<file path="src/core/pdmc_pkg.sv">
// Constants, types and register map of the power-down mode controller
package pdmc_pkg;
  localparam int NMOD = 16;
  localparam int ADDR_W = 8;
  localparam logic [7:0] OFS_MHALT = 8'h00;
  localparam logic [7:0] OFS_SCLK = 8'h04;
  localparam logic [7:0] OFS_SYSC = 8'h08;
  localparam logic [7:0] OFS_STAT = 8'h0C;
  localparam logic [7:0] OFS_EFF = 8'h10;
  localparam int DTC_BIT = 6;
  localparam logic [15:0] MHALT_RST = 16'hFFBF;
  // Modules whose internal state is lost while halted
  localparam logic [15:0] STATE_LOSS_MASK = 16'h0221;
  localparam logic SYSC_RAM_ENABLE_BIT_RST = 1'b1;
  localparam int SCLK_STOP_POS = 0;
  localparam int SCLK_DIR_POS = 1;
  localparam int STAT_RETAIN_POS = 0;
  localparam int STAT_POR_POS = 1;
  localparam int STAT_MODE_POS = 2;
  localparam int CLK_PERIOD_NS = 8;
  localparam int LEAD_STATES = 10;
  localparam int RES_RELEASE_GAP_NS = 0;
  localparam int POR_LEAD_NS = 100;
  localparam int POR_LEAD_CYC = (POR_LEAD_NS + CLK_PERIOD_NS - 1) / CLK_PERIOD_NS;
  localparam int CNT_W = 5;
  localparam int CLKOUT_DIV = 1;
  localparam logic [1:0] RESP_OKAY = 2'b00;
  localparam logic [1:0] RESP_SLVERR = 2'b10;

  typedef enum logic [1:0] {MODE_RUN, MODE_HWSTBY, MODE_RESET} pdmc_mode_t;

  typedef struct packed {
    logic dir;
    logic stop;
  } pdmc_sclk_t;

  localparam pdmc_sclk_t SCLK_RST = '{dir: 1'b0, stop: 1'b0};

  typedef struct packed {
    logic [1:0] mode;
    logic porOk;
    logic retainOk;
  } pdmc_stat_t;
endpackage

</file>
<file path="src/core/pdmc_clkout.sv">
// System clock output pin gating by stop bit, direction bit and standby modes
module pdmc_clkout
  import pdmc_pkg::*;
#(
  parameter int DIV = CLKOUT_DIV
) (
  input wire logic mclk,
  input wire logic srst,
  input wire logic busCycleEnd,
  input wire pdmc_sclk_t sclk,
  input wire logic swStandby,
  input wire logic hwStandby,
  output logic pinOut,
  output logic pinOe
);
  logic [7:0] divCnt_ff, nxt_divCnt;
  logic phase_ff, nxt_phase;
  logic stop_ff, nxt_stop;
  logic pinOut_ff, nxt_pinOut;
  logic pinOe_ff, nxt_pinOe;

  always_comb begin
    nxt_divCnt = divCnt_ff + 8'h01;
    nxt_phase = phase_ff;
    if (divCnt_ff >= 8'(DIV - 1)) begin
      nxt_divCnt = 8'h00;
      nxt_phase = ~phase_ff;
    end
    // Stop takes effect only at a bus cycle boundary
    nxt_stop = busCycleEnd ? sclk.stop : stop_ff;
    nxt_pinOe = sclk.dir & ~hwStandby;
    if (stop_ff || swStandby) begin
      nxt_pinOut = 1'b1;
    end else begin
      nxt_pinOut = phase_ff;
    end
  end

  always_ff @(posedge mclk) begin
    if (srst || hwStandby) begin
      divCnt_ff <= 8'h00;
      phase_ff <= 1'b0;
      stop_ff <= 1'b0;
      pinOut_ff <= 1'b1;
      pinOe_ff <= 1'b0;
    end else begin
      divCnt_ff <= nxt_divCnt;
      phase_ff <= nxt_phase;
      stop_ff <= nxt_stop;
      pinOut_ff <= nxt_pinOut;
      pinOe_ff <= nxt_pinOe;
    end
  end

  assign pinOut = pinOut_ff;
  assign pinOe = pinOe_ff;
endmodule

</file>
<file path="src/core/pdmc_ctrl.sv">
// Power-down mode controller: standby pin sequencing, module halt, clock pin
// How it works
// - Halt bit set halts module at bus cycle end, CPU keeps running.
// - Halt bit cleared resumes module at bus cycle end.
// - Halted modules keep state except serial, CAN and A/D converter.
// - After reset every module halted except the transfer controller.
// - Register accesses to halted modules are blocked.
// - Clock stop bit set stops clock at bus cycle end, pin high.
// - Clock stop bit clear enables clock on the pin.
// - Direction bit clear makes clock pin an input, high impedance always.
// - Pin state table over direction, stop bit and operating mode.
// - I/O ports hold their state during software standby.
// - Standby pin low enters hardware standby from any mode, all reset.
// - Standby rise with reset low enters reset, reset rise starts execution.
module pdmc_ctrl
  import pdmc_pkg::*;
#(
  parameter int NM = NMOD
) (
  input wire logic mclk,
  input wire logic srst,
  input wire logic resetPinN,
  input wire logic hwStandbyPinN,
  input wire logic swStandbyMode,
  input wire logic busCycleEnd,
  input wire logic dtcActive,
  input wire logic [NM-1:0] periphAccReq,
  input wire logic [ADDR_W-1:0] s_axi_awaddr,
  input wire logic s_axi_awvalid,
  output logic s_axi_awready,
  input wire logic [31:0] s_axi_wdata,
  input wire logic [3:0] s_axi_wstrb,
  input wire logic s_axi_wvalid,
  output logic s_axi_wready,
  output logic [1:0] s_axi_bresp,
  output logic s_axi_bvalid,
  input wire logic s_axi_bready,
  input wire logic [ADDR_W-1:0] s_axi_araddr,
  input wire logic s_axi_arvalid,
  output logic s_axi_arready,
  output logic [31:0] s_axi_rdata,
  output logic [1:0] s_axi_rresp,
  output logic s_axi_rvalid,
  input wire logic s_axi_rready,
  output logic [NM-1:0] moduleHalt,
  output logic [NM-1:0] moduleStateClear,
  output logic [NM-1:0] periphAccGrant,
  output logic ioHiZ,
  output logic ioHold,
  output logic chipReset,
  output logic resetExcStart,
  output logic ramEnable,
  output logic clkPinOut,
  output logic clkPinOe
);
  localparam logic [NM-1:0] HALT_RST = MHALT_RST[NM-1:0];
  localparam logic [NM-1:0] LOSS = STATE_LOSS_MASK[NM-1:0];
  localparam logic [CNT_W-1:0] LEAD_CYC = CNT_W'(LEAD_STATES);
  localparam logic [CNT_W-1:0] POR_CYC = CNT_W'(POR_LEAD_CYC);
  localparam logic [CNT_W-1:0] CNT_MAX = CNT_W'((LEAD_STATES > POR_LEAD_CYC) ?
                                                LEAD_STATES : POR_LEAD_CYC);

  function automatic logic [31:0] lane_merge(input logic [31:0] old,
                                             input logic [31:0] dat,
                                             input logic [3:0] strb);
    logic [31:0] res;
    res = old;
    for (int i = 0; i < 4; i++) begin
      if (strb[i]) begin
        res[i*8 +: 8] = dat[i*8 +: 8];
      end
    end
    return res;
  endfunction

  function automatic logic addr_known(input logic [ADDR_W-1:0] a);
    return (a == OFS_MHALT) || (a == OFS_SCLK) || (a == OFS_SYSC) ||
           (a == OFS_STAT) || (a == OFS_EFF);
  endfunction

  // Operating mode from the standby and reset pins
  pdmc_mode_t mode_ff, nxt_mode;
  logic resExc_ff, nxt_resExc;
  logic stbyPrev_ff, nxt_stbyPrev;
  logic [CNT_W-1:0] resLowCnt_ff, nxt_resLowCnt;
  logic retainOk_ff, nxt_retainOk;
  logic porOk_ff, nxt_porOk;
  logic ramEnable_ff, nxt_ramEnable;

  always_comb begin
    nxt_mode = mode_ff;
    nxt_resExc = 1'b0;
    nxt_stbyPrev = hwStandbyPinN;
    nxt_retainOk = retainOk_ff;
    nxt_porOk = porOk_ff;
    if (!resetPinN) begin
      nxt_resLowCnt = (resLowCnt_ff == CNT_MAX) ? resLowCnt_ff : resLowCnt_ff + 1'b1;
    end else begin
      nxt_resLowCnt = '0;
    end
    // Lead time check on standby fall, only needed when RAM is kept
    if (stbyPrev_ff && !hwStandbyPinN) begin
      nxt_retainOk = !ramEnable_ff || (resLowCnt_ff >= LEAD_CYC);
    end
    if (!stbyPrev_ff && hwStandbyPinN) begin
      nxt_porOk = !resetPinN && (resLowCnt_ff >= POR_CYC);
    end
    unique case (mode_ff)
      MODE_RUN: begin
        if (!hwStandbyPinN) begin
          nxt_mode = MODE_HWSTBY;
        end else if (!resetPinN) begin
          nxt_mode = MODE_RESET;
        end
      end
      MODE_HWSTBY: begin
        // Leaving standby always passes through the reset state
        if (hwStandbyPinN) begin
          nxt_mode = MODE_RESET;
        end
      end
      MODE_RESET: begin
        if (!hwStandbyPinN) begin
          nxt_mode = MODE_HWSTBY;
        end else if (resetPinN) begin
          nxt_mode = MODE_RUN;
          nxt_resExc = 1'b1;
        end
      end
    endcase
  end

  always_ff @(posedge mclk) begin
    if (srst) begin
      mode_ff <= MODE_RESET;
      resExc_ff <= 1'b0;
      stbyPrev_ff <= 1'b1;
      resLowCnt_ff <= '0;
      retainOk_ff <= 1'b0;
      porOk_ff <= 1'b0;
    end else begin
      mode_ff <= nxt_mode;
      resExc_ff <= nxt_resExc;
      stbyPrev_ff <= nxt_stbyPrev;
      resLowCnt_ff <= nxt_resLowCnt;
      retainOk_ff <= nxt_retainOk;
      porOk_ff <= nxt_porOk;
    end
  end

  // Control registers, cleared whenever the chip is not running, except ioHiZ_ff, which only srst clears
  logic funcReset;
  logic [NM-1:0] halt_ff, nxt_halt;
  pdmc_sclk_t sclk_ff, nxt_sclk;
  logic [NM-1:0] haltEff_ff, nxt_haltEff;
  logic [NM-1:0] loss_ff, nxt_loss;
  logic [NM-1:0] grant_ff, nxt_grant;
  logic ioHiZ_ff, nxt_ioHiZ;
  logic ioHold_ff, nxt_ioHold;

  // AXI4-Lite slave state
  logic awHave_ff, nxt_awHave;
  logic wHave_ff, nxt_wHave;
  logic [ADDR_W-1:0] awAddr_ff, nxt_awAddr;
  logic [31:0] wData_ff, nxt_wData;
  logic [3:0] wStrb_ff, nxt_wStrb;
  logic bValid_ff, nxt_bValid;
  logic [1:0] bResp_ff, nxt_bResp;
  logic awReady_ff, nxt_awReady;
  logic wReady_ff, nxt_wReady;
  logic arReady_ff, nxt_arReady;
  logic rValid_ff, nxt_rValid;
  logic [31:0] rData_ff, nxt_rData;
  logic [1:0] rResp_ff, nxt_rResp;
  logic doWrite;
  logic [31:0] wMerged;
  pdmc_stat_t stat;

  assign funcReset = srst || (mode_ff != MODE_RUN);

  always_comb begin
    nxt_awHave = awHave_ff;
    nxt_wHave = wHave_ff;
    nxt_awAddr = awAddr_ff;
    nxt_wData = wData_ff;
    nxt_wStrb = wStrb_ff;
    nxt_bValid = bValid_ff;
    nxt_bResp = bResp_ff;
    nxt_rValid = rValid_ff;
    nxt_rData = rData_ff;
    nxt_rResp = rResp_ff;
    nxt_halt = halt_ff;
    nxt_sclk = sclk_ff;
    nxt_ramEnable = ramEnable_ff;
    stat = '{mode: mode_ff, porOk: porOk_ff, retainOk: retainOk_ff};
    wMerged = '0;
    if (s_axi_awvalid && awReady_ff) begin
      nxt_awHave = 1'b1;
      nxt_awAddr = s_axi_awaddr;
    end
    if (s_axi_wvalid && wReady_ff) begin
      nxt_wHave = 1'b1;
      nxt_wData = s_axi_wdata;
      nxt_wStrb = s_axi_wstrb;
    end
    doWrite = awHave_ff && wHave_ff && !bValid_ff;
    if (doWrite) begin
      nxt_awHave = 1'b0;
      nxt_wHave = 1'b0;
      nxt_bValid = 1'b1;
      nxt_bResp = addr_known(awAddr_ff) ? RESP_OKAY : RESP_SLVERR;
      unique case (awAddr_ff)
        OFS_MHALT: begin
          wMerged = lane_merge(32'(halt_ff), wData_ff, wStrb_ff);
          nxt_halt = wMerged[NM-1:0];
          // Transfer controller cannot be halted mid-transfer
          if (dtcActive && !halt_ff[DTC_BIT]) begin
            nxt_halt[DTC_BIT] = 1'b0;
          end
        end
        OFS_SCLK: begin
          if (wStrb_ff[0]) begin
            nxt_sclk.stop = wData_ff[SCLK_STOP_POS];
            nxt_sclk.dir = wData_ff[SCLK_DIR_POS];
          end
        end
        OFS_SYSC: begin
          if (wStrb_ff[0]) begin
            nxt_ramEnable = wData_ff[0];
          end
        end
        default: begin
          wMerged = '0;
        end
      endcase
    end else if (bValid_ff && s_axi_bready) begin
      nxt_bValid = 1'b0;
    end
    if (s_axi_arvalid && arReady_ff) begin
      nxt_rValid = 1'b1;
      nxt_rResp = addr_known(s_axi_araddr) ? RESP_OKAY : RESP_SLVERR;
      unique case (s_axi_araddr)
        OFS_MHALT: nxt_rData = 32'(halt_ff);
        OFS_SCLK: nxt_rData = 32'({sclk_ff.dir, sclk_ff.stop});
        OFS_SYSC: nxt_rData = 32'(ramEnable_ff);
        OFS_STAT: nxt_rData = 32'(stat);
        OFS_EFF: nxt_rData = 32'(haltEff_ff);
        default: nxt_rData = '0;
      endcase
    end else if (rValid_ff && s_axi_rready) begin
      nxt_rValid = 1'b0;
    end
    nxt_awReady = !nxt_awHave && !nxt_bValid;
    nxt_wReady = !nxt_wHave && !nxt_bValid;
    nxt_arReady = !nxt_rValid;
    // Halt and resume only at a bus cycle boundary
    nxt_haltEff = busCycleEnd ? halt_ff : haltEff_ff;
    nxt_loss = haltEff_ff & LOSS;
    nxt_grant = periphAccReq & ~haltEff_ff;
    nxt_ioHiZ = (mode_ff == MODE_HWSTBY);
    nxt_ioHold = swStandbyMode;
  end

  always_ff @(posedge mclk) begin
    if (srst) begin
      awHave_ff <= 1'b0;
      wHave_ff <= 1'b0;
      awAddr_ff <= '0;
      wData_ff <= '0;
      wStrb_ff <= '0;
      bValid_ff <= 1'b0;
      bResp_ff <= RESP_OKAY;
      awReady_ff <= 1'b0;
      wReady_ff <= 1'b0;
      arReady_ff <= 1'b0;
      rValid_ff <= 1'b0;
      rData_ff <= '0;
      rResp_ff <= RESP_OKAY;
    end else begin
      awHave_ff <= nxt_awHave;
      wHave_ff <= nxt_wHave;
      awAddr_ff <= nxt_awAddr;
      wData_ff <= nxt_wData;
      wStrb_ff <= nxt_wStrb;
      bValid_ff <= nxt_bValid;
      bResp_ff <= nxt_bResp;
      awReady_ff <= nxt_awReady;
      wReady_ff <= nxt_wReady;
      arReady_ff <= nxt_arReady;
      rValid_ff <= nxt_rValid;
      rData_ff <= nxt_rData;
      rResp_ff <= nxt_rResp;
    end
  end

  always_ff @(posedge mclk) begin
    if (funcReset) begin
      halt_ff <= HALT_RST;
      haltEff_ff <= HALT_RST;
      sclk_ff <= SCLK_RST;
      ramEnable_ff <= SYSC_RAM_ENABLE_BIT_RST;
      loss_ff <= HALT_RST & LOSS;
      grant_ff <= '0;
      ioHold_ff <= 1'b0;
    end else begin
      halt_ff <= nxt_halt;
      haltEff_ff <= nxt_haltEff;
      sclk_ff <= nxt_sclk;
      ramEnable_ff <= nxt_ramEnable;
      loss_ff <= nxt_loss;
      grant_ff <= nxt_grant;
      ioHold_ff <= nxt_ioHold;
    end
  end

  always_ff @(posedge mclk) begin
    if (srst) begin
      ioHiZ_ff <= 1'b0;
    end else begin
      ioHiZ_ff <= nxt_ioHiZ;
    end
  end

  logic chipReset_ff;

  always_ff @(posedge mclk) begin
    if (srst) begin
      chipReset_ff <= 1'b1;
    end else begin
      chipReset_ff <= (nxt_mode != MODE_RUN);
    end
  end

  pdmc_clkout #(
    .DIV(CLKOUT_DIV)
  ) u_clkout (
    .mclk(mclk),
    .srst(srst),
    .busCycleEnd(busCycleEnd),
    .sclk(sclk_ff),
    .swStandby(swStandbyMode),
    .hwStandby(mode_ff == MODE_HWSTBY),
    .pinOut(clkPinOut),
    .pinOe(clkPinOe)
  );

  assign s_axi_awready = awReady_ff;
  assign s_axi_wready = wReady_ff;
  assign s_axi_bvalid = bValid_ff;
  assign s_axi_bresp = bResp_ff;
  assign s_axi_arready = arReady_ff;
  assign s_axi_rvalid = rValid_ff;
  assign s_axi_rdata = rData_ff;
  assign s_axi_rresp = rResp_ff;
  assign moduleHalt = haltEff_ff;
  assign moduleStateClear = loss_ff;
  assign periphAccGrant = grant_ff;
  assign ioHiZ = ioHiZ_ff;
  assign ioHold = ioHold_ff;
  assign chipReset = chipReset_ff;
  assign resetExcStart = resExc_ff;
  assign ramEnable = ramEnable_ff;
endmodule

</file>
<file path="config.mk">
export PLATFORM = sky130hd
export DESIGN_NAME = pdmc_ctrl
export DESIGN_NICKNAME = d
export VERILOG_FILES = /design/src/core/pdmc_pkg.sv /design/src/core/pdmc_clkout.sv /design/src/core/pdmc_ctrl.sv
export SDC_FILE = /design/constraint.sdc
export NUM_CORES = 1
export LEC_CHECK = 0
export BUFFER_PORTS_ARGS = -buffer_cell sky130_fd_sc_hd__clkbuf_2
export CORE_MARGIN = 1
export CORE_UTILIZATION = 45
export DETAILED_ROUTE_END_ITERATION = 8
export MAX_ROUTING_LAYER = met4
export PLACE_DENSITY = 0.76
export SYNTH_ARGS = -nofsm -noshare
export SYNTH_HDL_FRONTEND = slang
export SYNTH_SLANG_ARGS = --single-unit
export TNS_END_PERCENT = 10
</file>
<file path="constraint.sdc">
create_clock -name mclk -period 1.4 [get_ports mclk]
set_input_delay 0.28 -clock mclk [delete_from_list [all_inputs] [get_ports mclk]]
set_output_delay 0.28 -clock mclk [all_outputs]
set_load 0.05 [all_outputs]
</file>
Yosys cells after proc, flatten, opt, wreduce, memory -nomap -nowiden
Index checks and enable logic that the tools add are counted.

operators by class
  divide/modulo/power cells = 0
  $add $sub $neg = 2
  reductions and logical operators = 50
  equal/unequal tests = 11
  multiplexer cells = 20
  magnitude comparators = 3
  bitwise logic cells = 7
  shift operators = 0
  multiply operators = 0

operators with widths
  operator             number
  $pmux 16 s5          1
  $eq 8x4->1 const B   4
  $and 16x16->16       1
  $eq 8x3->1 const B   2
  $eq 8x5->1 const B   2
  $logic_not 8->1      2
  $not 16->16          1
  $reduce_and 3->1     5
  $mux 2               7
  $logic_and 1x1->1    13
  $logic_or 1x1->1     12
  $ge 5x4->1 const B   2
  $logic_not 1->1      10
  $mux 1               10
  $add 8x1->8 const B  1
  $ge 8x1->1 const B   1
  $mux 7               1
  $pmux 2 s3           1
  $reduce_bool 2->1    3
  $reduce_or 2->1      3
  $add 5x1->5 const B  1
  $eq 5x4->1 const B   1
  $not 1->1            4
  $reduce_or 3->1      1
  4 further kinds      4

word-level totals
  memory bits (writable) = 0
  memories = 0
  ROM bits = 0
  flip-flop bits (word level) = 162
  bits in latches = 0
  input bits = 80

Longest topological paths before layout
Gate-level depths: netlist of the first run.

  depth in word-level cells = 6
  gate-level depth with buffers = 6
  mapped depth without buffers = 6

Hierarchy
A second synthesis of the first run with hierarchy kept.

second synthesis, totals
  cell total of the unflattened synthesis = 513
  area, all modules = 4830.9 µm²

by module, submodules not included
  module       instances  area an instance (µm²)  cells each
  pdmc_ctrl    1          4707.0                  502
  pdmc_clkout  1          123.9                   11

Least setup slack after synthesis of the first run
Ideal clock, no wire load.

  path kind = reg2reg
  start = register wReady_ff, in the netlist s_axi_wready
  end = register wData_ff[15]
  path buffers = 2
  path slack = -0.126 ns
  stages on the path, launching flop included = 6
  period minus slack after synthesis = 1.526 ns
  arrival time = 1.456 ns
  cells stage by stage = dfxtp_1 > and2_1 > clkbuf_1 > buf_2 > nand2_1 > a21oi_1

on the way
  word-level cells in the longest chain between the ends = 1

RTL lines
  what                    line              source
  start, declared         pdmc_ctrl.sv:170  logic wReady_ff, nxt_wReady;
  start signal, assigned  pdmc_ctrl.sv:288  wReady_ff <= nxt_wReady;
  $logic_and 1x1->1       pdmc_ctrl.sv:201  if (s_axi_wvalid && wReady_ff) begin
  end signal, assigned    pdmc_ctrl.sv:283  wData_ff <= nxt_wData;
  end, declared           pdmc_ctrl.sv:165  logic [31:0] wData_ff, nxt_wData;

No other way between the ends.
A chain may end at the register's enable or synchronous reset.

Final worst setup path of the first run
  start = register grant_ff[5], in the netlist periphAccGrant[5]
  end = output periphAccGrant[5]

RTL lines
  what                    line              source
  start, declared         pdmc_ctrl.sv:157  logic [NM-1:0] grant_ff, nxt_grant;
  start signal, assigned  pdmc_ctrl.sv:311  grant_ff <= nxt_grant;
  end, declared           pdmc_ctrl.sv:47   output logic [NM-1:0] periphAccGrant,

No word-level cell between the ends.

==> results of run 1 <==
-- cell usage after synthesis (all sizes together) (3+ instances only) --
cell	number
nor2b	4
a21oi	44
nand2b	7
buf	42
a311oi	3
a21boi	3
clkbuf	15
dfxtp	123
nor3	16
xnor2	3
nand3	12
nor3b	17
a2bb2oi	3
nor2	30
mux2i	34
nor4	3
and2	4
and3	4
nand2	109
ha	6
o21ai	20
inv	9
-- cell families (layout without fill, tap and decap cells) --
family	count (synthesis)	count (layout)
multiplexers	35	35
adder cells (fa/ha/maj)	6	6
AND/OR/NAND/NOR	218	218
buffers and inverters	66	229
AO/OA/AOI/OAI	83	83
flip-flops	123	123
other	1	31
XOR/XNOR	4	4
-- state kept, by name, indices dropped and copies added (netlist names), 2 cells and up --
signal / cells
periphAccGrant: 16
s_axi_rdata: 16
sclk_ff: 2
halt_ff: 16
mode_ff: 2
awAddr_ff: 8
moduleHalt: 16
wData_ff: 16
moduleStateClear: 3
wStrb_ff: 2
resLowCnt_ff: 5
-- placed cells by master (no fill, tap or decap), drive strengths merged, types with 4 or more instances in the layout --
cell | synthesis | final
a21oi | 44 | 44
and2 | 4 | 4
and3 | 4 | 4
buf | 42 | 51
clkbuf | 15 | 130
clkinv | 0 | 4
conb | 1 | 31
dfxtp | 123 | 123
dlygate4sd3 | 0 | 32
ha | 6 | 6
inv | 9 | 9
mux2i | 34 | 34
nand2 | 109 | 109
nand2b | 7 | 7
nand3 | 12 | 12
nor2 | 30 | 30
nor2b | 4 | 4
nor3 | 16 | 16
nor3b | 17 | 17
o21ai | 20 | 20
-- per-layer routing --
metal | vias up | wire length (um) | global-route usage
li1 | 2128 | - | -
met1 | 1966 | 5180 | 0.249
met2 | 140 | 5840 | 0.368
met3 | 19 | 583 | 0.0589
met4 | 0 | 222 | 0.0822
met5 | - | 0 | -
-- power breakdown --
group,switching [uW],internal [uW]
logic,724,467
registers,73.6,3610
clock network,1450,2800
-- worst paths after layout --
check,from,to,cells past startpoint
max reg2reg,mode_ff[1]$_SDFF_PP1_,chipReset$_SDFF_PP1_,6
min reg2reg,u_clkout.phase_ff$_SDFF_PP0_,u_clkout.phase_ff$_SDFF_PP0_,1
min,s_axi_wdata[8],wData_ff[8]$_SDFFE_PP0P_,3
max,periphAccGrant[5]$_SDFF_PP0_,periphAccGrant[5],1
-- cell type report --
cell class / count / area [um^2] / area share
clock inverters: 7 / 114 / 0.0161
multi-input cells: 377 / 2250 / 0.319
clock buffers: 25 / 464 / 0.0657
flip-flops and latches: 123 / 2500 / 0.354
inverters: 9 / 33.8 / 0.00478
well taps: 136 / 170 / 0.0241
repair buffers: 188 / 1530 / 0.217
-- repair_timing --
action | in CTS | in global routing
gates resized for setup | 90 | 48
buffers inserted | 0 | 4
endpoints found under the hold margin | 33 | 0
hold buffers | 32 | 0
pin swaps | 2 | 4
endpoints found under the setup margin | 49 | 47
-- stage by stage --
| step | setup TNS (ps) | total power, uW | instance area, um^2 |
|---|---|---|---|
| CTS | -29.8 | 9090 | 6950 |
| finish | 0 | 9120 | 7060 |
| global placement | -1190 | 4730 | 5760 |
| global route | -219 | 9440 | 7060 |
| detailed placement | -1850 | 4750 | 5760 |
| floorplan | -1870 | 4490 | 5020 |
==> impl_metrics.py, run 1 <==
metrics = {
    "critical_path": {
        "crit_path_start_kind": "register",
        "slowest_stage": "dfxtp_1",
        "critPathRequiredTime_ps": 1120,
        "endpoint_kind": "output port",
        "cp.arrival_ps": 1090,
        "critical-path-top-delay-family": "flip-flops",
        "path_cells": "clkbuf_2",
        "slowest_delay_ps": 310,
        "worst-setup-path-type": "register to output port",
        "r2r_slack_ps": 40,
        "worst-path-max-fanout": 1,
        "crit_buf_inv": 1,
    },
    "synth": {
        "ys_seq_elements": 123,
        "yosys.area_share.xor_xnor": 0.00714,
        "synth_top_family_by_area": "simple AND/OR/NAND/NOR gates",
        "yosysUniqueCellTypes": 55,
        "syn_area_um2": 4910,
        "synth_cells": 536,
        "synth_fa_ha_area_frac": 0.0153,
        "ys_warn_count": 0,
        "ys_top_cells_by_area": "dfxtp_1, nand2_1, mux2i_1, buf_4, a21oi_1",
        "yosys.area_share.simple": 0.222,
        "yosysTopAreaCellShare": 0.502,
        "synth_mux_area_frac": 0.0716,
        "synth_largest_area_cell": "dfxtp_1",
        "syn_area_per_cell_um2": 9.16,
        "yosysSeqAreaShare": 0.502,
        "synth_compound_area_frac": 0.104,
        "synth_edf_count": 0,
        "synth_ff_type": "dfxtp_1",
        "async_flop_share": 0,
    },
    "die": {
        "initial_core_util": 0.469,
        "core_um2": 10500,
        "rows": 37,
        "die_area_um2": 11300,
        "die_height_um": 106,
        "pin_count": 176,
        "die_w_um": 106,
    },
    "timing": {
        "hold_slack_ps": 10.4,
        "clock.fmax_mhz": 729,
        "skew_ps": 6.59,
        "setup_viol": 0,
        "slew_viol_final": 0,
        "finalCriticalPeriod_ps": 1370,
        "rsz0062_at_grt": "true",
        "finalCritPeriodShare": 0.980,
        "worst_slack_ps": 27.4,
        "finalHoldViolations": 0,
    },
    "route": {
        "via_per_inst": 4.92,
        "vias": 4253,
        "ant_nets": 0,
        "drt_first_pass_iters": 7,
        "drt_iter0_markers": 149,
        "drc": 0,
        "wl_per_cell_um": 13.7,
        "finalWirelength_mm": 11.8,
    },
    "finish": {
        "drive_above_1_share": 0.332,
        "utilization": 0.675,
        "antenna_cells": 0,
        "syn2layout_area_growth_pct": 43.9,
        "nets": 802,
        "nFillCells": 822,
        "final-instance-count-excl-fill": 865,
    },
    "clock_network": {
        "clockBufferDepth": 2,
        "cts_tree": "built",
        "htree_levels": 4,
        "clk_latency_ps": 510,
        "clock-sinks": 123,
        "clkSlewWorstSetupHoldPaths_ps": 50,
        "cts_buffers": 17,
        "ctsRootBufferMaster": "clkbuf_8",
    },
    "run": {
        "maxCapViolCount": 0,
    },
    "power": {
        "powerDensity_nw_per_um2": 1290,
        "leakage_uw": 0.00309,
        "ir_worst_vdd_mv": 0.755,
    },
    "global_routing": {
        "grt_pass1_vias": 4116,
        "grt_pass1_wl_mm": 19.0,
        "antenna_found_initial": 0,
        "groute.usage.overall": 0.219,
        "grt_overflow_total": 0,
        "grt_max_degree": 33,
    },
    "placed_design": {
        "dpl.cell_count": 797,
        "dp_slack_ps": -147,
        "numPortBuffers": 126,
        "place.gp.congestion": 0.847,
        "dp_hpwl_mm": 7.95,
    },
    "worst_hold_path": {
        "worst_hold_path_type": "primary input to register",
    },
    "outcome": {
        "status": "finished clean",
    },
}
Note: power is estimated with default switching activity, not from simulation.
==> inputs of run 2 (changes only) <==
--- a/config.mk
+++ b/config.mk
@@ -11,6 +11,7 @@
 export DETAILED_ROUTE_END_ITERATION = 8
 export MAX_ROUTING_LAYER = met4
 export PLACE_DENSITY = 0.76
+export RECOVER_POWER = 50
 export SYNTH_ARGS = -nofsm -noshare
 export SYNTH_HDL_FRONTEND = slang
 export SYNTH_SLANG_ARGS = --single-unit
==> run 2 against run 1 <==
  * Total power fell by 0.32%
  * Worst hold slack improved by 1.1 ps
  * Count of clock-buffer cells in the layout did not move
  * Final cell count did not move
  * First-iteration DRC count rose by 17%
  * Setup slack got worse by 26 ps
  * Largest cell class unchanged
==> impl_metrics.py, run 2 (synthesis results as in run 1) <==
metrics = {
    "power": {
        "leakage_uw": 0.00306,
        "powerDensity_nw_per_um2": 1290,
        "ir_worst_vdd_mv": 0.754,
    },
    "global_routing": {
        "groute.usage.overall": 0.219,
        "grt_max_degree": 33,
        "grt_pass1_vias": 4116,
        "grt_pass1_wl_mm": 19.0,
        "grt_overflow_total": 0,
        "antenna_found_initial": 0,
    },
    "die": {
        "die_area_um2": 11300,
        "pin_count": 176,
        "rows": 37,
        "initial_core_util": 0.469,
        "die_w_um": 106,
        "die_height_um": 106,
        "core_um2": 10500,
    },
    "worst_hold_path": {
        "worst_hold_path_type": "primary input to register",
    },
    "critical_path": {
        "endpoint_kind": "register",
        "critPathRequiredTime_ps": 1800,
        "worst-path-max-fanout": 5,
        "cp.arrival_ps": 1800,
        "worst-setup-path-type": "register to register",
        "crit_path_start_kind": "register",
    },
    "route": {
        "drt_first_pass_iters": 5,
        "drc": 0,
        "vias": 4243,
        "finalWirelength_mm": 11.8,
        "ant_nets": 0,
        "drt_iter0_markers": 175,
        "via_per_inst": 4.91,
        "wl_per_cell_um": 13.7,
    },
    "timing": {
        "finalHoldViolations": 0,
        "rsz0062_at_grt": "true",
        "worst_slack_ps": 1.12,
        "finalCriticalPeriod_ps": 1400,
        "skew_ps": 7.83,
        "hold_slack_ps": 11.4,
        "slew_viol_final": 0,
        "setup_viol": 0,
        "clock.fmax_mhz": 715,
        "finalCritPeriodShare": 0.999,
    },
    "placed_design": {
        "place.gp.congestion": 0.847,
        "numPortBuffers": 126,
        "dp_slack_ps": -147,
        "dp_hpwl_mm": 7.95,
    },
    "clock_network": {
        "clkSlewWorstSetupHoldPaths_ps": 50,
        "clockBufferDepth": 2,
        "cts_buffers": 17,
        "clock-sinks": 123,
        "clk_latency_ps": 510,
        "ctsRootBufferMaster": "clkbuf_8",
        "htree_levels": 4,
        "cts_tree": "built",
    },
    "finish": {
        "antenna_cells": 0,
        "drive_above_1_share": 0.324,
        "mostFrequentLayoutCells": "nand2_1, dfxtp_1, clkbuf_2",
        "syn2layout_area_growth_pct": 43.0,
        "nets": 802,
        "final_common_cell": "nand2_1",
    },
    "outcome": {
        "status": "finished clean",
    },
    "run": {
        "maxCapViolCount": 0,
    },
}
## run 2: cell count changes in the layout (fill, tap and decap cells not counted), sizes merged
cell | previous run | this run
clkbuf | 130 | 135
buf | 51 | 46
## run 2: cell type report
class / instances / area [um^2]
multi-input combinational: 377 / 2250
inverter: 9 / 33.8
tap: 136 / 170
clock inverter: 7 / 114
fill: 832 / 3440
sequential: 123 / 2500
clock buffer: 25 / 464
timing repair buffer: 188 / 1490
## run 2: repair_timing
action,in CTS,in global routing
endpoints found under the hold margin,33,0
pin swaps,2,4
resized for setup,90,48
hold buffers,32,0
setup buffers,0,4
setup endpoints to repair,49,47
## run 2: worst max-delay path, cell delays in order (launching register included)
cell	delay [ps]
dfxtp_4	370
inv_1	100
ha_4	310
nor2_1	40
a221o_1	330
nand2b_1	140
## run 2: metrics by stage
step / instances / area [um^2] / TNS (ps) / power [uW] / utilization
2_1_floorplan: 566 / 5020 / -1870 / 4490 / -
3_3_place_gp: 797 / 5760 / -1190 / 4730 / 0.551
3_5_place_dp: 797 / 5760 / -1850 / 4750 / 0.551
4_1_cts: 861 / 6950 / -29.8 / 9090 / 0.665
5_1_grt: 865 / 7020 / -803 / 9410 / 0.671
6_report: 865 / 7020 / 0 / 9090 / 0.671
## run 2: routing by layer
layer  global-route usage  routed length, um
met1                0.249               5180
met2                0.368               5840
met3               0.0589                589
met4               0.0822                215
met5                    -                  0
## run 2: power by group
part | switching, uW | total, uW | internal [uW]
clock network | 1440 | 4240 | 2800
logic | 720 | 1170 | 449
registers | 72.9 | 3680 | 3610
## run 2: final timing paths
kind / slack (ps) / depth (start not counted) / startpoint / endpoint
worst max-delay path: 1 / 5 / mode_ff[0]$_SDFF_PP0_ / chipReset$_SDFF_PP1_
worst max register to register: 1 / 5 / mode_ff[0]$_SDFF_PP0_ / chipReset$_SDFF_PP1_
worst min-delay path: 10 / 3 / s_axi_wdata[8] / wData_ff[8]$_SDFFE_PP0P_
worst min register to register: 410 / 1 / u_clkout.phase_ff$_SDFF_PP0_ / u_clkout.phase_ff$_SDFF_PP0_
==> inputs of run 3 (changes only) <==
--- a/config.mk
+++ b/config.mk
@@ -5,8 +5,9 @@
 export SDC_FILE = /design/constraint.sdc
 export NUM_CORES = 1
 export LEC_CHECK = 0
-export BUFFER_PORTS_ARGS = -buffer_cell sky130_fd_sc_hd__clkbuf_2
-export CORE_MARGIN = 1
+export ABC_AREA = 1
+export BUFFER_PORTS_ARGS = -buffer_cell sky130_fd_sc_hd__buf_2
+export CORE_MARGIN = 10
 export CORE_UTILIZATION = 45
 export DETAILED_ROUTE_END_ITERATION = 8
 export MAX_ROUTING_LAYER = met4
==> run 3 against run 2 <==
  * The run now ends with negative setup slack left
  * Fmax about the same
  * Synthesized cell count increased by 20%
  * Flip-flop and latch count unchanged
  * Register-to-register slack about the same
  * Routed wire length increased by 12%
  * Count of clock-buffer cells in the layout decreased by 8
==> impl_metrics.py, run 3 <==
metrics = {
    "outcome": {
        "status": "finished, violations left",
        "failed_checks": "negative setup slack",
    },
    "finish": {
        "nets": 894,
        "drive_above_1_share": 0.266,
        "antenna_cells": 0,
        "final_area_um2": 6770,
        "mostFrequentLayoutCells": "nand2_1, dfxtp_1, buf_2",
        "final_common_cell": "nand2_1",
        "nFillCells": 930,
        "syn2layout_area_growth_pct": 35.7,
    },
    "worst_hold_path": {
        "worst_hold_path_type": "primary input to register",
    },
    "timing": {
        "slew_viol_final": 0,
        "relSlewSlack": 0.329,
        "finalHoldViolations": 0,
        "finalCritPeriodShare": 1.00,
        "finalCriticalPeriod_ps": 1400,
        "setup_viol": 1,
        "clock.fmax_mhz": 714,
        "skew_ps": 6.76,
        "tightest_slew_ps": 1010,
        "rsz0062_at_grt": "true",
        "hold_slack_ps": 21.2,
        "worst_slack_ps": -0.139,
    },
    "route": {
        "wl_per_cell_um": 13.8,
        "via_per_inst": 4.72,
        "drc": 0,
        "finalWirelength_mm": 13.3,
        "drt_iter0_markers": 316,
        "drt_first_pass_iters": 5,
        "ant_nets": 0,
        "vias": 4531,
    },
    "clock_network": {
        "clk_latency_ps": 500,
        "htree_levels": 4,
        "clockBufferDepth": 2,
        "ctsRootBufferMaster": "clkbuf_8",
        "cts_tree": "built",
        "cts_buffers": 17,
        "clkSlewWorstSetupHoldPaths_ps": 60,
        "clock-sinks": 123,
    },
    "synth": {
        "synth_ff_type": "dfxtp_1",
        "yosysUniqueCellTypes": 33,
        "async_flop_share": 0,
        "synth_largest_area_cell": "dfxtp_1",
        "yosysMostFrequentCell": "nand2_1",
        "syn_area_per_cell_um2": 7.79,
        "ys_seq_elements": 123,
        "synth_cells": 641,
        "yosysTopAreaCellShare": 0.493,
        "yosysSeqAreaShare": 0.493,
        "syn_area_um2": 4990,
        "ys_top_cells_by_area": "dfxtp_1, nand2_1, o21ai_0, a21oi_1, nor2_1",
        "ys_warn_count": 0,
        "synth_commonest_cells": "nand2_1, dfxtp_1, nor2_1",
        "synth_edf_count": 0,
    },
    "global_routing": {
        "grt_overflow_total": 0,
        "groute.usage.overall": 0.167,
        "grt_pass1_wl_mm": 21.4,
        "grt_pass1_vias": 4525,
        "antenna_found_initial": 0,
        "grt_max_degree": 25,
    },
    "critical_path": {
        "cp.arrival_ps": 1780,
        "worst-setup-path-type": "register to register",
        "slowest_delay_ps": 320,
        "slowest_stage": "dfxtp_1",
        "endpoint_kind": "register",
        "critPathRequiredTime_ps": 1780,
        "worst-path-max-fanout": 13,
        "crit_path_start_kind": "register",
        "path_cells": "nor2_1, nand2_2, nor3_4, buf_12, nand2_4, nand2_1, o211ai_2",
    },
    "power": {
        "total_power_uw": 9520,
        "leakage_uw": 0.00321,
        "powerDensity_nw_per_um2": 1410,
        "ir_worst_vdd_mv": 0.696,
    },
    "die": {
        "die_area_um2": 15700,
        "rows": 38,
        "die_w_um": 125,
        "pin_count": 176,
        "core_um2": 10800,
        "initial_core_util": 0.461,
        "die_height_um": 125,
    },
    "placed_design": {
        "dp_hpwl_mm": 9.61,
        "place_area_um2": 5820,
        "numPortBuffers": 126,
        "place.gp.congestion": 0.836,
    },
    "run": {
        "maxCapViolCount": 0,
    },
}
## run 3: cell count changes after synthesis, sizes merged, moves of 6 or more
| cell | delta |
|---|---|
| a21oi | +12 |
| inv | +53 |
| mux2i | -34 |
| nand2 | +18 |
| nand2b | -7 |
| nand3 | +18 |
| nand4 | +6 |
| nor2 | +50 |
| nor3 | -11 |
| nor3b | -17 |
| o211ai | +11 |
| o21ai | +43 |
## run 3: metrics by stage
step / util / TNS [ps] / instances / setup WS [ps]
floorplan: - / -326 / 671 / -78.4
global placement: 0.536 / -38.6 / 911 / -29.2
detailed placement: 0.536 / -85.7 / 911 / -38.7
CTS: 0.614 / -150 / 958 / -33.0
global route: 0.625 / -1290 / 960 / -83.6
finish: 0.625 / -0.139 / 960 / -0.139
## run 3: worst paths after layout
check,startpoint,cells past startpoint,to,slack [ps]
max,awAddr_ff[4]$_SDFFE_PP0P_,7,halt_ff[4]$_SDFFE_PP1P_,-0.1
min,s_axi_awaddr[4],3,awAddr_ff[4]$_SDFFE_PP0P_,20
max reg2reg,awAddr_ff[4]$_SDFFE_PP0P_,7,halt_ff[4]$_SDFFE_PP1P_,-0.1
min reg2reg,u_clkout.phase_ff$_SDFF_PP0_,1,u_clkout.phase_ff$_SDFF_PP0_,400
## run 3: cells by family (layout without fill, tap and decap cells)
logic type      Yosys count  count (layout)  synth area share
simple gates            254             255             0.216
compound gates          134             134             0.150
flops                   123             123             0.493
buf+inv                 120             268             0.119
fa+ha+maj                 6               6            0.0150
xor+xnor                  3               3           0.00526
other cells               1              31          0.000751
## run 3: timing repair
action                                  CTS  global route
pin swaps                                 0             5
gates resized for setup                  23            47
endpoints found under the hold margin    17             0
gates cloned                              0             1
endpoints found under the setup margin   26            54
buffers inserted                          0             1
hold buffers                             16             0
## run 3: cell type report
cell class              count  area [um^2]  share of cell area
clock buffers              17          414              0.0611
repair buffers            172         1170               0.173
multi-input cells         429         2100               0.310
well taps                 140          175              0.0259
flip-flops and latches    123         2470               0.365
clock inverters            14          195              0.0288
inverters                  65          244              0.0360
## run 3: power breakdown
group	total, uW	internal [uW]	leakage (uW)	switching [uW]
clock network	4470	2890	0.000287	1580
logic	1330	422	0.00192	909
registers	3720	3640	0.00100	74.5
## run 3: layer usage
layer,track usage,wire (um),part of all wire,up-vias
li1,-,-,-,2347
met2,0.277,6660,0.50,141
met1,0.187,5630,0.42,2025
met5,-,0,0,-
met3,0.0460,783,0.059,18
met4,0.0650,209,0.016,0
## run 3: critical path: cells and delay by family, from the launching register on
kind,cells,cell delay (ps)
and+or+nand+nor,5,730
DFF,1,320
buffers and inverters,1,150
AOI/OAI and AO/OA,1,70
